$ cat src/pas_defines.svh
// Register offsets, field positions and reset values for the PWM auto-shutdown block
`ifndef PAS_DEFINES_SVH
`define PAS_DEFINES_SVH
`define PAS_OFF_DEADBAND  4'h0
`define PAS_OFF_SHUTDOWN  4'h1
`define PAS_OFF_IRQ_STAT  4'h2
`define PAS_OFF_IRQ_MASK  4'h3
`define PAS_RST_DEADBAND  8'h00
`define PAS_RST_SHUTDOWN  8'h00
`define PAS_RST_IRQ       2'h0
`define PAS_BIT_RESTART   7
`define PAS_BIT_STATUS    7
`define PAS_SRC_HI        6
`define PAS_SRC_LO        4
`define PAS_AC_HI         3
`define PAS_AC_LO         2
`define PAS_BD_HI         1
`define PAS_BD_LO         0
`define PAS_SRC_CMP1      0
`define PAS_SRC_CMP2      1
`define PAS_SRC_FAULT     2
`define PAS_IRQ_SHUT      0
`define PAS_IRQ_RESUME    1
`endif

$ cat src/pas_pkg.sv
// Types shared by the PWM auto-shutdown block
package pas_pkg;
   typedef struct packed {
      logic [1:0] pair_one_shutdown_state;
      logic [1:0] pair_two_shutdown_state;
   } pas_states_type;
   typedef struct packed {
      logic out_a;
      logic out_b;
      logic out_c;
      logic out_d;
   } pas_pins_type;
   typedef enum logic [2:0] {
      PAS_RUN      = 3'b001,
      PAS_SHUT     = 3'b010,
      PAS_WAIT_PER = 3'b100
   } pas_state_type;
endpackage : pas_pkg

$ cat src/pas_pwm_shutdown.sv
// PWM auto-shutdown, dead-band delay and register slave
//
// The register offsets and register access over Avalon-MM were chosen for this implementation.
`timescale 1ns/1ps
`default_nettype none
`include "pas_defines.svh"
module pas_pwm_shutdown #(
   parameter int DELAY_W = 7
) (
   // Clock and reset
   input  wire logic                  clk_in,
   input  wire logic                  rst_b_in,
   // Avalon-MM slave
   input  wire logic [3:0]            avs_address_in,
   input  wire logic                  avs_read_in,
   input  wire logic                  avs_write_in,
   input  wire logic [31:0]           avs_writedata_in,
   input  wire logic [3:0]            avs_byteenable_in,
   output logic [31:0]                avs_readdata_out,
   output logic                       avs_waitrequest_out,
   // Shutdown sources, from outside the clock domain
   input  wire logic                  comparator_one_in,
   input  wire logic                  comparator_two_in,
   input  wire logic                  fault_input_pin_in,
   // From the period timer and duty compare
   input  wire logic                  period_start_in,
   input  wire logic                  pwm_sched_a_in,
   input  wire logic                  pwm_sched_b_in,
   input  wire logic                  pwm_sched_c_in,
   input  wire logic                  pwm_sched_d_in,
   // Pin drive
   output pas_pkg::pas_pins_type      pin_level_out,
   output pas_pkg::pas_pins_type      pin_enable_out,
   // Interrupt
   output logic                       irq_out
);
   import pas_pkg::*;

   logic [7:0]          deadband_reg;
   logic [6:0]          shut_ctrl_reg;
   logic                status_reg;
   logic [1:0]          irq_stat_reg;
   logic [1:0]          irq_mask_reg;
   logic                ack_reg;
   logic [31:0]         rdata_reg;
   logic [2:0]          src_meta_reg;
   logic [2:0]          src_sync_reg;
   pas_state_type       state_reg;
   pas_pins_type        sched_reg;
   pas_pins_type        level_reg;
   logic [DELAY_W-1:0]  delay_cnt_a_reg;
   logic [DELAY_W-1:0]  delay_cnt_b_reg;

   logic                auto_restart_enable;
   logic [DELAY_W-1:0]  deadband_delay_count;
   logic [2:0]          shutdown_source_select;
   pas_states_type      states;
   logic                cause_sync;
   logic                cause_raw;
   logic                wr_shut;
   logic                wr_stat_one;
   logic                wr_stat_zero;
   logic                status_next;
   logic                hold_shut;
   logic                access;

   assign auto_restart_enable    = deadband_reg[`PAS_BIT_RESTART];
   assign deadband_delay_count   = deadband_reg[DELAY_W-1:0];
   assign shutdown_source_select = shut_ctrl_reg[`PAS_SRC_HI:`PAS_SRC_LO];
   // Pair one sits above pair two in both the register and the struct
   assign states                 = shut_ctrl_reg[`PAS_AC_HI:`PAS_BD_LO];

   // Synchronised cause for the status flag; bit select equals source bit
   assign cause_sync = |(src_sync_reg & shutdown_source_select);
   // Raw cause for the immediate pin override, bypassing the synchroniser
   assign cause_raw  = |({fault_input_pin_in, comparator_two_in, comparator_one_in}
                         & shutdown_source_select);

   // One wait state; read data is captured at the end of the wait cycle, writes take effect at the end of the acknowledge cycle
   assign access              = (avs_read_in | avs_write_in) & ~ack_reg;
   assign avs_waitrequest_out = (avs_read_in | avs_write_in) & ~ack_reg;
   assign wr_shut      = avs_write_in & ack_reg & (avs_address_in == `PAS_OFF_SHUTDOWN) & avs_byteenable_in[0];
   assign wr_stat_one  = wr_shut & avs_writedata_in[`PAS_BIT_STATUS];
   assign wr_stat_zero = wr_shut & ~avs_writedata_in[`PAS_BIT_STATUS] & ~cause_sync;

   always_ff @(posedge clk_in)
   begin
      if (!rst_b_in)
         ack_reg <= 1'b0;
      else
         ack_reg <= access;
   end

   always_ff @(posedge clk_in)
   begin
      if (!rst_b_in)
      begin
         src_meta_reg <= 3'h0;
         src_sync_reg <= 3'h0;
      end
      else
      begin
         src_meta_reg <= {fault_input_pin_in, comparator_two_in, comparator_one_in};
         src_sync_reg <= src_meta_reg;
      end
   end

   // Control register writes
   always_ff @(posedge clk_in)
   begin
      if (!rst_b_in)
      begin
         deadband_reg  <= `PAS_RST_DEADBAND;
         shut_ctrl_reg <= 7'(`PAS_RST_SHUTDOWN);
         irq_mask_reg  <= `PAS_RST_IRQ;
      end
      else if (avs_write_in && ack_reg && avs_byteenable_in[0])
      begin
         if (avs_address_in == `PAS_OFF_DEADBAND)
            deadband_reg <= avs_writedata_in[7:0];
         if (avs_address_in == `PAS_OFF_SHUTDOWN)
            shut_ctrl_reg <= avs_writedata_in[6:0];
         if (avs_address_in == `PAS_OFF_IRQ_MASK)
            irq_mask_reg <= avs_writedata_in[1:0];
      end
   end

   // Status flag: hardware set wins over any clear
   always_comb
   begin
      status_next = status_reg;
      if (auto_restart_enable && !cause_sync)
         status_next = 1'b0;
      else if (wr_stat_zero)
         status_next = 1'b0;
      if (cause_sync || wr_stat_one)
         status_next = 1'b1;
   end

   always_ff @(posedge clk_in)
   begin
      if (!rst_b_in)
         status_reg <= 1'b0;
      else
         status_reg <= status_next;
   end

   // Period-aligned shutdown sequencing
   always_ff @(posedge clk_in)
   begin
      if (!rst_b_in)
         state_reg <= PAS_RUN;
      else
      begin
         unique case (state_reg)
            PAS_RUN:
               if (status_next)
                  state_reg <= PAS_SHUT;
            PAS_SHUT:
               if (!status_next)
                  state_reg <= PAS_WAIT_PER;
            PAS_WAIT_PER:
               if (status_next)
                  state_reg <= PAS_SHUT;
               else if (period_start_in)
                  state_reg <= PAS_RUN;
            default:
               state_reg <= PAS_SHUT;
         endcase
      end
   end

   assign hold_shut = (state_reg != PAS_RUN) | cause_raw;

   // Dead-band delay on rising edges of pins A and B only; C and D follow their schedule inputs one clock later with no delay
   always_ff @(posedge clk_in)
   begin
      if (!rst_b_in)
      begin
         sched_reg       <= '0;
         level_reg       <= '0;
         delay_cnt_a_reg <= '0;
         delay_cnt_b_reg <= '0;
      end
      else
      begin
         sched_reg <= '{pwm_sched_a_in, pwm_sched_b_in, pwm_sched_c_in, pwm_sched_d_in};
         level_reg.out_c <= pwm_sched_c_in;
         level_reg.out_d <= pwm_sched_d_in;
         if (!pwm_sched_a_in)
         begin
            level_reg.out_a <= 1'b0;
            delay_cnt_a_reg <= '0;
         end
         else if (!sched_reg.out_a)
         begin
            delay_cnt_a_reg <= deadband_delay_count;
            level_reg.out_a <= (deadband_delay_count == '0);
         end
         else if (delay_cnt_a_reg > 1)
            delay_cnt_a_reg <= delay_cnt_a_reg - 1'b1;
         else
         begin
            delay_cnt_a_reg <= '0;
            level_reg.out_a <= 1'b1;
         end
         if (!pwm_sched_b_in)
         begin
            level_reg.out_b <= 1'b0;
            delay_cnt_b_reg <= '0;
         end
         else if (!sched_reg.out_b)
         begin
            delay_cnt_b_reg <= deadband_delay_count;
            level_reg.out_b <= (deadband_delay_count == '0);
         end
         else if (delay_cnt_b_reg > 1)
            delay_cnt_b_reg <= delay_cnt_b_reg - 1'b1;
         else
         begin
            delay_cnt_b_reg <= '0;
            level_reg.out_b <= 1'b1;
         end
      end
   end

   // Pin drive; the override path is combinational so a fault acts without a clock edge
   always_comb
   begin
      pin_level_out  = level_reg;
      pin_enable_out = '1;
      if (hold_shut)
      begin
         pin_level_out.out_a  = states.pair_one_shutdown_state[0];
         pin_level_out.out_c  = states.pair_one_shutdown_state[0];
         pin_enable_out.out_a = ~states.pair_one_shutdown_state[1];
         pin_enable_out.out_c = ~states.pair_one_shutdown_state[1];
         pin_level_out.out_b  = states.pair_two_shutdown_state[0];
         pin_level_out.out_d  = states.pair_two_shutdown_state[0];
         pin_enable_out.out_b = ~states.pair_two_shutdown_state[1];
         pin_enable_out.out_d = ~states.pair_two_shutdown_state[1];
      end
   end

   // Interrupt events: entry to shutdown, and resume of normal output
   always_ff @(posedge clk_in)
   begin
      if (!rst_b_in)
         irq_stat_reg <= `PAS_RST_IRQ;
      else
      begin
         for (int i = 0; i < 2; i++)
         begin
            if ((i == `PAS_IRQ_SHUT && status_next && !status_reg) ||
                (i == `PAS_IRQ_RESUME && state_reg == PAS_WAIT_PER && !status_next && period_start_in))
               irq_stat_reg[i] <= 1'b1;
            else if (avs_write_in && ack_reg && avs_byteenable_in[0] &&
                     avs_address_in == `PAS_OFF_IRQ_STAT && avs_writedata_in[i])
               irq_stat_reg[i] <= 1'b0;
         end
      end
   end

   assign irq_out = |(irq_stat_reg & irq_mask_reg);

   // Read data, registered; unmapped addresses read zero
   always_ff @(posedge clk_in)
   begin
      if (!rst_b_in)
         rdata_reg <= 32'h0;
      else if (access && avs_read_in)
      begin
         unique case (avs_address_in)
            `PAS_OFF_DEADBAND: rdata_reg <= {24'h0, deadband_reg};
            `PAS_OFF_SHUTDOWN: rdata_reg <= {24'h0, status_reg, shut_ctrl_reg};
            `PAS_OFF_IRQ_STAT: rdata_reg <= {30'h0, irq_stat_reg};
            `PAS_OFF_IRQ_MASK: rdata_reg <= {30'h0, irq_mask_reg};
            default:           rdata_reg <= 32'h0;
         endcase
      end
   end

   assign avs_readdata_out = rdata_reg;
endmodule : pas_pwm_shutdown
`default_nettype wire

$ cat config.mk
export PLATFORM = sky130hd
export DESIGN_NAME = pas_pwm_shutdown
export DESIGN_NICKNAME = d
export VERILOG_FILES = /design/src/pas_pkg.sv /design/src/pas_pwm_shutdown.sv
export VERILOG_INCLUDE_DIRS = /design/src
export SDC_FILE = /design/constraint.sdc
export NUM_CORES = 1
export LEC_CHECK = 0
export BUFFER_PORTS_ARGS = -buffer_cell sky130_fd_sc_hd__buf_2
export CAP_MARGIN = 20
export CORE_MARGIN = 4
export CORE_UTILIZATION = 25
export CTS_CLUSTER_SIZE = 40
export DETAILED_ROUTE_END_ITERATION = 7
export PLACE_DENSITY_LB_ADDON = 0.08
export SLEW_MARGIN = 20
export SYNTH_ARGS = -nofsm -noshare
export SYNTH_HDL_FRONTEND = slang
export SYNTH_SLANG_ARGS = --single-unit
$ cat constraint.sdc
create_clock -name clk_in -period 2.1 [get_ports clk_in]
set_clock_uncertainty 0.1 [all_clocks]
set_input_delay 0.42 -clock clk_in [delete_from_list [all_inputs] [get_ports clk_in]]
set_output_delay 0.42 -clock clk_in [all_outputs]
set_load 0.02 [all_outputs]
======== After elaboration in Yosys (flattened, before gate mapping) ========
Cells that the tools add are included.
word-level totals
  flip-flop bits (word level) ............. 82
  bits of input ports ..................... 52
  output and inout bits ................... 42
  word-level logic and storage cells ...... 102
cells by class
  add/sub/neg operators ................... 2
  $lt $le $gt $ge ......................... 2
  equal/unequal tests ..................... 12
  mux-type cells .......................... 23
  bitwise gates (word level) .............. 17
  reduce and logical (&&, ||, !) cells .... 27
operator list
  operator                                              count
  case mux 8 bit (4 select lines)                       1
  2-to-1 mux 7 bit                                      4
  > comparator 7 x 1 -> 1 bit (second input constant)   2
  subtractor 7 x 1 -> 7 bit (second input constant)     2
  2-to-1 mux 3 bit                                      4
  2-to-1 mux 1 bit                                      11
  logical AND 1 bit                                     10
  AND reduction 2 bit                                   5
  case mux 3 bit (3 select lines)                       1
  equality test 4 x 2 -> 1 bit (second input constant)  2
  2-to-1 mux 4 bit                                      2
  inequality test 2 bit (second input constant)         4
  bitwise AND 1 bit                                     7
  logical NOT 7 bit                                     1
  bitwise AND 3 bit                                     2
  OR reduction 3 bit                                    2
  inverter 1 bit                                        5
  equality test 4 x 1 -> 1 bit (second input constant)  1
  logical NOT 4 bit                                     1
  nonzero test 2 bit                                    2
  equality test 3 x 1 -> 1 bit (second input constant)  1
  equality test 3 x 2 -> 1 bit (second input constant)  1
  equality test 3 bit (second input constant)           1
  logical NOT 1 bit                                     3
  7 further kinds                                       8

======== Logic depth before layout (Yosys ltp) ========
Gate-level depths: netlist (run 1).
  depth in word-level cells ............... 12
  mapped depth ............................ 6
  gate-level depth less buffers ........... 6

======== Least setup slack after synthesis (run 1) ========
No wires, ideal clock.
  kind .................................... input-to-output
  start point ............................. input port comparator_one_in
  end point ............................... output port pin_level_out[1] in the netlist's numbering
  arrival ................................. 1489 ps
  data required time ...................... 1580 ps
  path slack .............................. 91 ps
  stages on the path ...................... 3
  buffers on the path ..................... 0
  cell sequence ........................... a222oi_1 nand3_1 o21ai_0
RTL lines
  element      line                    text
  from (decl)  pas_pwm_shutdown.sv:22  input wire logic comparator_one_in,
  to (decl)    pas_pwm_shutdown.sv:32  output pas_pkg::pas_pins_type pin_level_out,

==> results of run 1 <==
cells by family after synthesis:
logic type | count (synthesis) | share of synthesized area
AOI/OAI and AO/OA | 52 | 0.116
other | 1 | 0.00135
and+or+nand+nor | 103 | 0.213
DFF | 58 | 0.418
xor gates and xnor gates | 7 | 0.0221
buffers and inverters | 48 | 0.101
adders and majority gates | 4 | 0.0180
muxes | 28 | 0.111
through the flow:
step | instances | instance area (um2) | utilization | setup TNS (ns)
floorplan | 324 | 2870 | - | 0
global placement | 477 | 3070 | 0.283 | -0.0444
detailed placement | 477 | 3070 | 0.283 | -0.0261
CTS | 494 | 3280 | 0.302 | -0.330
global route | 496 | 3320 | 0.306 | -1.34
finish | 496 | 3320 | 0.306 | -0.297
worst max-delay path, stage by stage, from the launching register on:
cell and delay (ns):
dfxtp_2 0.33, a222oi_1 0.29, nand3_1 0.16, buf_6 0.17, mux2_2 0.27, buf_6 0.13
area by class of cell:
cell class	count	area, um2
Timing Repair Buffer	52	320
Inverter	12	45.0
Multi-Input combinational cell	218	1440
Sequential cell	58	1160
Clock buffer	10	138
Tap cell	140	175
Fill cell	1176	7520
Clock inverter	6	41.3
layer usage:
layer | global-route usage | wire length (um)
met5 | 0 | 0
met2 | 0.173 | 3310
met1 | 0.145 | 3170
met4 | 0.0457 | 99
met3 | 0.0244 | 262
power groups by stage:
stage	Clock, mW	Combinational (mW)	Sequential (mW)
3_5_place_dp	0	0.248	1.17
3_3_place_gp	0	0.248	1.17
5_1_grt	1.04	0.307	1.15
4_1_cts	0.996	0.257	1.14
2_1_floorplan	0	0.198	1.16
6_report	0.954	0.278	1.14
synth_stat cells, drive strengths merged:
master / count / share of area
or3: 4 / 0.0090
nand4bb: 1 / 0.0041
o311ai: 1 / 0.0032
mux2i: 24 / 0.086
conb: 1 / 0.0013
o31ai: 2 / 0.0072
xor2: 2 / 0.0063
clkbuf: 7 / 0.0095
nand3: 4 / 0.0072
o21ai: 22 / 0.040
o21bai: 1 / 0.0041
xnor2: 5 / 0.016
a222oi: 2 / 0.0072
nor2: 8 / 0.011
nor3b: 1 / 0.0027
o211ai: 1 / 0.0027
a22oi: 2 / 0.0054
o21a: 1 / 0.0027
a22o: 1 / 0.0032
nand3b: 1 / 0.0027
nand4b: 1 / 0.0032
nand2b: 6 / 0.014
buf: 29 / 0.076
nor3: 11 / 0.020
o21ba: 1 / 0.0036
dfxtp: 58 / 0.42
and2: 11 / 0.025
a31oi: 2 / 0.0045
nor4: 5 / 0.022
ha: 4 / 0.018
o31a: 2 / 0.0063
or4: 2 / 0.0054
mux4: 2 / 0.016
a21boi: 1 / 0.0027
inv: 12 / 0.016
mux2: 2 / 0.0081
nand2: 22 / 0.030
nor2b: 26 / 0.059
a21oi: 13 / 0.023
how the worst max path moves through the flow:
| stage | from | to | slack, ns | depth (start not counted) |
|---|---|---|---|---|
| global placement | comparator_one_in | pin_level_out[0] | -0.04 | 6 |
| global route | shut_ctrl_reg[4]$_SDFFE_PN0P_ | pin_level_out[0] | -0.23 | 5 |
| finish | shut_ctrl_reg[4]$_SDFFE_PN0P_ | pin_level_out[0] | -0.11 | 5 |
| floorplan | comparator_one_in | pin_level_out[1] | 0.09 | 3 |
| detailed placement | comparator_one_in | pin_level_out[0] | -0.03 | 6 |
| CTS | shut_ctrl_reg[4]$_SDFFE_PN0P_ | pin_level_out[0] | -0.13 | 5 |
timing repair:
action,4_1_cts,5_1_grt
buffers inserted,1,2
gates resized for setup,9,8
setup endpoints to repair,8,8
pin swaps,2,0
gates cloned,0,0
==> impl_metrics.yaml, run 1 <==
floorplan:
  dieWidth_um: 113
  core_area_mm2: 0.0108
  chipHeight_um: 113
  die_area_mm2: 0.0129
  io_pins: 94
  fp-row-count: 38
  start_util: 0.256
logic_synthesis:
  yosysSeqAreaShare: 0.418
  yosys_warnings: 0
  yosysUniqueCellTypes: 44
  avgSynthCellArea_um2: 9.24
  synthesis.area_mm2: 0.00278
  synth_seq_cells: 58
  synthesis.instances: 301
critical_path:
  regToRegSetupSlack_ns: 0.33
  crit_arrival_ns: 1.69
  start_kind: "register"
  critPathMaxFanout: 8
  crit_path_end_kind: "output port"
  ff2ff_path_depth: 4
  rr_startpoint: "delay_cnt_a_reg[3]$_SDFF_PN0_"
  critPathRequiredTime_ns: 1.58
  timing.rr.end: "delay_cnt_a_reg[6]$_SDFF_PN0_"
  critPathKind: "reg2out"
route:
  wire_per_inst_um: 13.8
  viasPerCell: 4.33
  drtAntennaViolNets: 0
  firstDrtPassIters: 4
  drt_iter0_drc: 86
  routed_wirelength_um: 6850
  post-route-drc-count: 0
  vias: 2148
timing:
  fmax_ghz: 0.453
  rsz0062_at_grt: "yes"
  hold_viol: 0
  fin_ws_ns: -0.109
  maxSlewViolCount: 0
  relSlewSlack: 0.652
  fin_crit_ns: 2.21
  setup_viol: 8
  tightest_slew_ns: 0.521
  timing.final.crit_share: 1.05
  hold_ws_ns: 0.184
final_layout:
  diodes: 0
  area_delta_synth_final_pct: 19.5
  most-common-layout-cells: "dfxtp_1, buf_2, nor2b_1"
  drive_above_1_share: 0.230
  nets: 407
  final_common_cell: "dfxtp_1"
status:
  violations: "negative setup slack"
  status: "finished with violations"
power_and_ir_drop:
  power.internal_mw: 1.69
  p_sw_mw: 0.681
  power_frac_comb: 0.117
  leakagePower_nw: 1.34
  max-vdd-ir-drop_v: 0.000241
  powerDensity_mw_per_mm2: 715
  p_seq_frac: 0.481
  swShare: 0.287
  power_mw: 2.37
  clkPwrFrac: 0.402
cts:
  clock-sinks: 58
  clk_pin_slew_ns: 0.07
  cts_tree: "yes"
  worstSkewPairLatency_ns: 0.34
  clock_path_buffers: 2
  cts_made_buffers: 9
  cts_root_buf: "clkbuf_8"
  htree_levels: 3
  cts_hold_buf: 0
placement:
  place_ws_ns: -0.0261
  io_buffers: 42
  hpwlAfterDp_um: 4980
  place.gp.congestion: 0.713
global_route:
  overflow: 0
  antenna_found_initial: 0
  grt_pass1_wl_um: 10800
  grt_pass1_vias: 2000
  grtUsageTotal: 0.110
  grt_max_degree: 42
min_path:
  hp-class: "in2reg"
  whs_endpoint: "level_reg[1]$_SDFF_PN0_"
  hold_depth: 2
  hp-start: "pwm_sched_c_in"
run:
  cap_viol_max_count: 0
Note: power is estimated with default switching activity, not from simulation.
==> run 2, diff against run 1 <==
- clock period: 2.1 -> 2 ns (I/O delays scaled with it)
==> run 2 against run 1 <==
- the run still ends with negative setup slack left
- largest cell class unchanged
- wire length grew 2.3%
- clock-buffer cell count grew 1
- via count shrank 0.98%
- worst hold slack lost 0.019 ns
==> impl_metrics.yaml, run 2 (synthesis gave the netlist of run 1 again) <==
cts:
  clock_path_buffers: 2
  cts_made_buffers: 9
  cts_hold_buf: 0
  cts_tree: "yes"
  htree_levels: 3
  clk_pin_slew_ns: 0.07
  worstSkewPairLatency_ns: 0.34
  cts_root_buf: "clkbuf_8"
  clock-sinks: 58
status:
  status: "finished with violations"
  violations: "negative setup slack"
global_route:
  grt_pass1_vias: 2079
  grt_max_degree: 41
  grtUsageTotal: 0.113
  overflow: 0
  antenna_found_initial: 0
  grt_pass1_wl_um: 11100
route:
  viasPerCell: 4.25
  wire_per_inst_um: 14.0
  routed_wirelength_um: 7000
  post-route-drc-count: 0
  drt_iter0_drc: 57
  drtAntennaViolNets: 0
  firstDrtPassIters: 4
  vias: 2127
final_layout:
  drive_above_1_share: 0.238
  postLayoutCellArea_mm2: 0.00341
  final_common_cell: "dfxtp_1"
  nets: 412
  final_util: 0.315
  diodes: 0
  area_delta_synth_final_pct: 22.7
  most-common-layout-cells: "dfxtp_1, buf_2, nor2b_1"
timing:
  hold_viol: 0
  fin_crit_ns: 2.20
  timing.final.crit_share: 1.10
  setup_viol: 8
  relSlewSlack: 0.629
  rsz0062_at_grt: "yes"
  fmax_ghz: 0.454
  hold_ws_ns: 0.165
  maxSlewViolCount: 0
  fin_ws_ns: -0.204
  tightest_slew_ns: 0.556
placement:
  place.gp.congestion: 0.721
  hpwlAfterDp_um: 5040
  io_buffers: 42
  placedInstanceArea_mm2: 0.00312
critical_path:
  crit_path_end_kind: "output port"
  critPathMaxFanout: 8
  crit_arrival_ns: 1.70
  critPathKind: "reg2out"
  regToRegSetupSlack_ns: 0.27
  critPathRequiredTime_ns: 1.50
  start_kind: "register"
run:
  cap_viol_max_count: 0
floorplan:
  die_area_mm2: 0.0129
  io_pins: 94
  chipHeight_um: 113
  fp-row-count: 38
  start_util: 0.256
  core_area_mm2: 0.0108
  dieWidth_um: 113
power_and_ir_drop:
  max-vdd-ir-drop_v: 0.000280
  leakagePower_nw: 1.40
  powerDensity_mw_per_mm2: 795
min_path:
  hp-class: "in2reg"
[run 2: cell types whose count changed in the layout (fill, tap and decap cells not counted)]
| cell | change |
|---|---|
| buf_12 | +1 |
| buf_4 | +4 |
| bufinv_16 | +2 |
| clkbuf_1 | +1 |
| clkinvlp_4 | -2 |
| inv_6 | -1 |
[run 2: worst paths after layout]
path / from / to / depth (start not counted)
worst min-delay path: pwm_sched_d_in / level_reg[0]$_SDFF_PN0_ / 2
worst max register to register: delay_cnt_a_reg[3]$_SDFF_PN0_ / delay_cnt_a_reg[2]$_SDFF_PN0_ / 4
worst min register to register: src_meta_reg[2]$_SDFF_PN0_ / src_sync_reg[2]$_SDFF_PN0_ / 1
worst max-delay path: shut_ctrl_reg[4]$_SDFFE_PN0P_ / pin_level_out[0] / 5
[run 2: timing repair]
action / CTS / global route
setup buffers: 2 / 1
endpoints found under the setup margin: 8 / 8
gates resized for setup: 13 / 4
pin swaps: 2 / 0
gates cloned: 0 / 0
[run 2: area by class of cell]
cell class / instances / area, um2
clock buffer: 11 / 141
multi-input combinational: 218 / 1440
inverter: 12 / 45.0
sequential: 58 / 1160
fill: 1191 / 7430
tap: 140 / 175
timing repair buffer: 57 / 370
clock inverter: 5 / 77.6
[run 2: power by group]
part	switching, mW	internal [mW]
clock network	0.487	0.732
logic	0.177	0.118
registers	0.0196	1.18
[run 2: metrics by stage]
step	std cells	TNS [ns]	worst slack, ns	total power, mW
global route	501	-2.27	-0.337	2.85
floorplan	324	0	0.0306	1.43
detailed placement	482	-0.0921	-0.0880	1.49
CTS	500	-1.26	-0.236	2.75
finish	501	-1.04	-0.204	2.71
global placement	482	-0.0970	-0.0951	1.49
[run 2: routing by layer]
layer	part of all wire	global-route usage	wire, um
met3	0.051	0.0371	360
met1	0.46	0.143	3200
met4	0.015	0.0401	104
met2	0.48	0.180	3340
met5	0	0	0
[run 2: worst max-delay path, cell delays in order (launching register included)]
cell and delay, ns:
dfxtp_2 0.32, a222oi_1 0.32, nand3_1 0.15, buf_6 0.16, mux2_2 0.27, buf_6 0.13
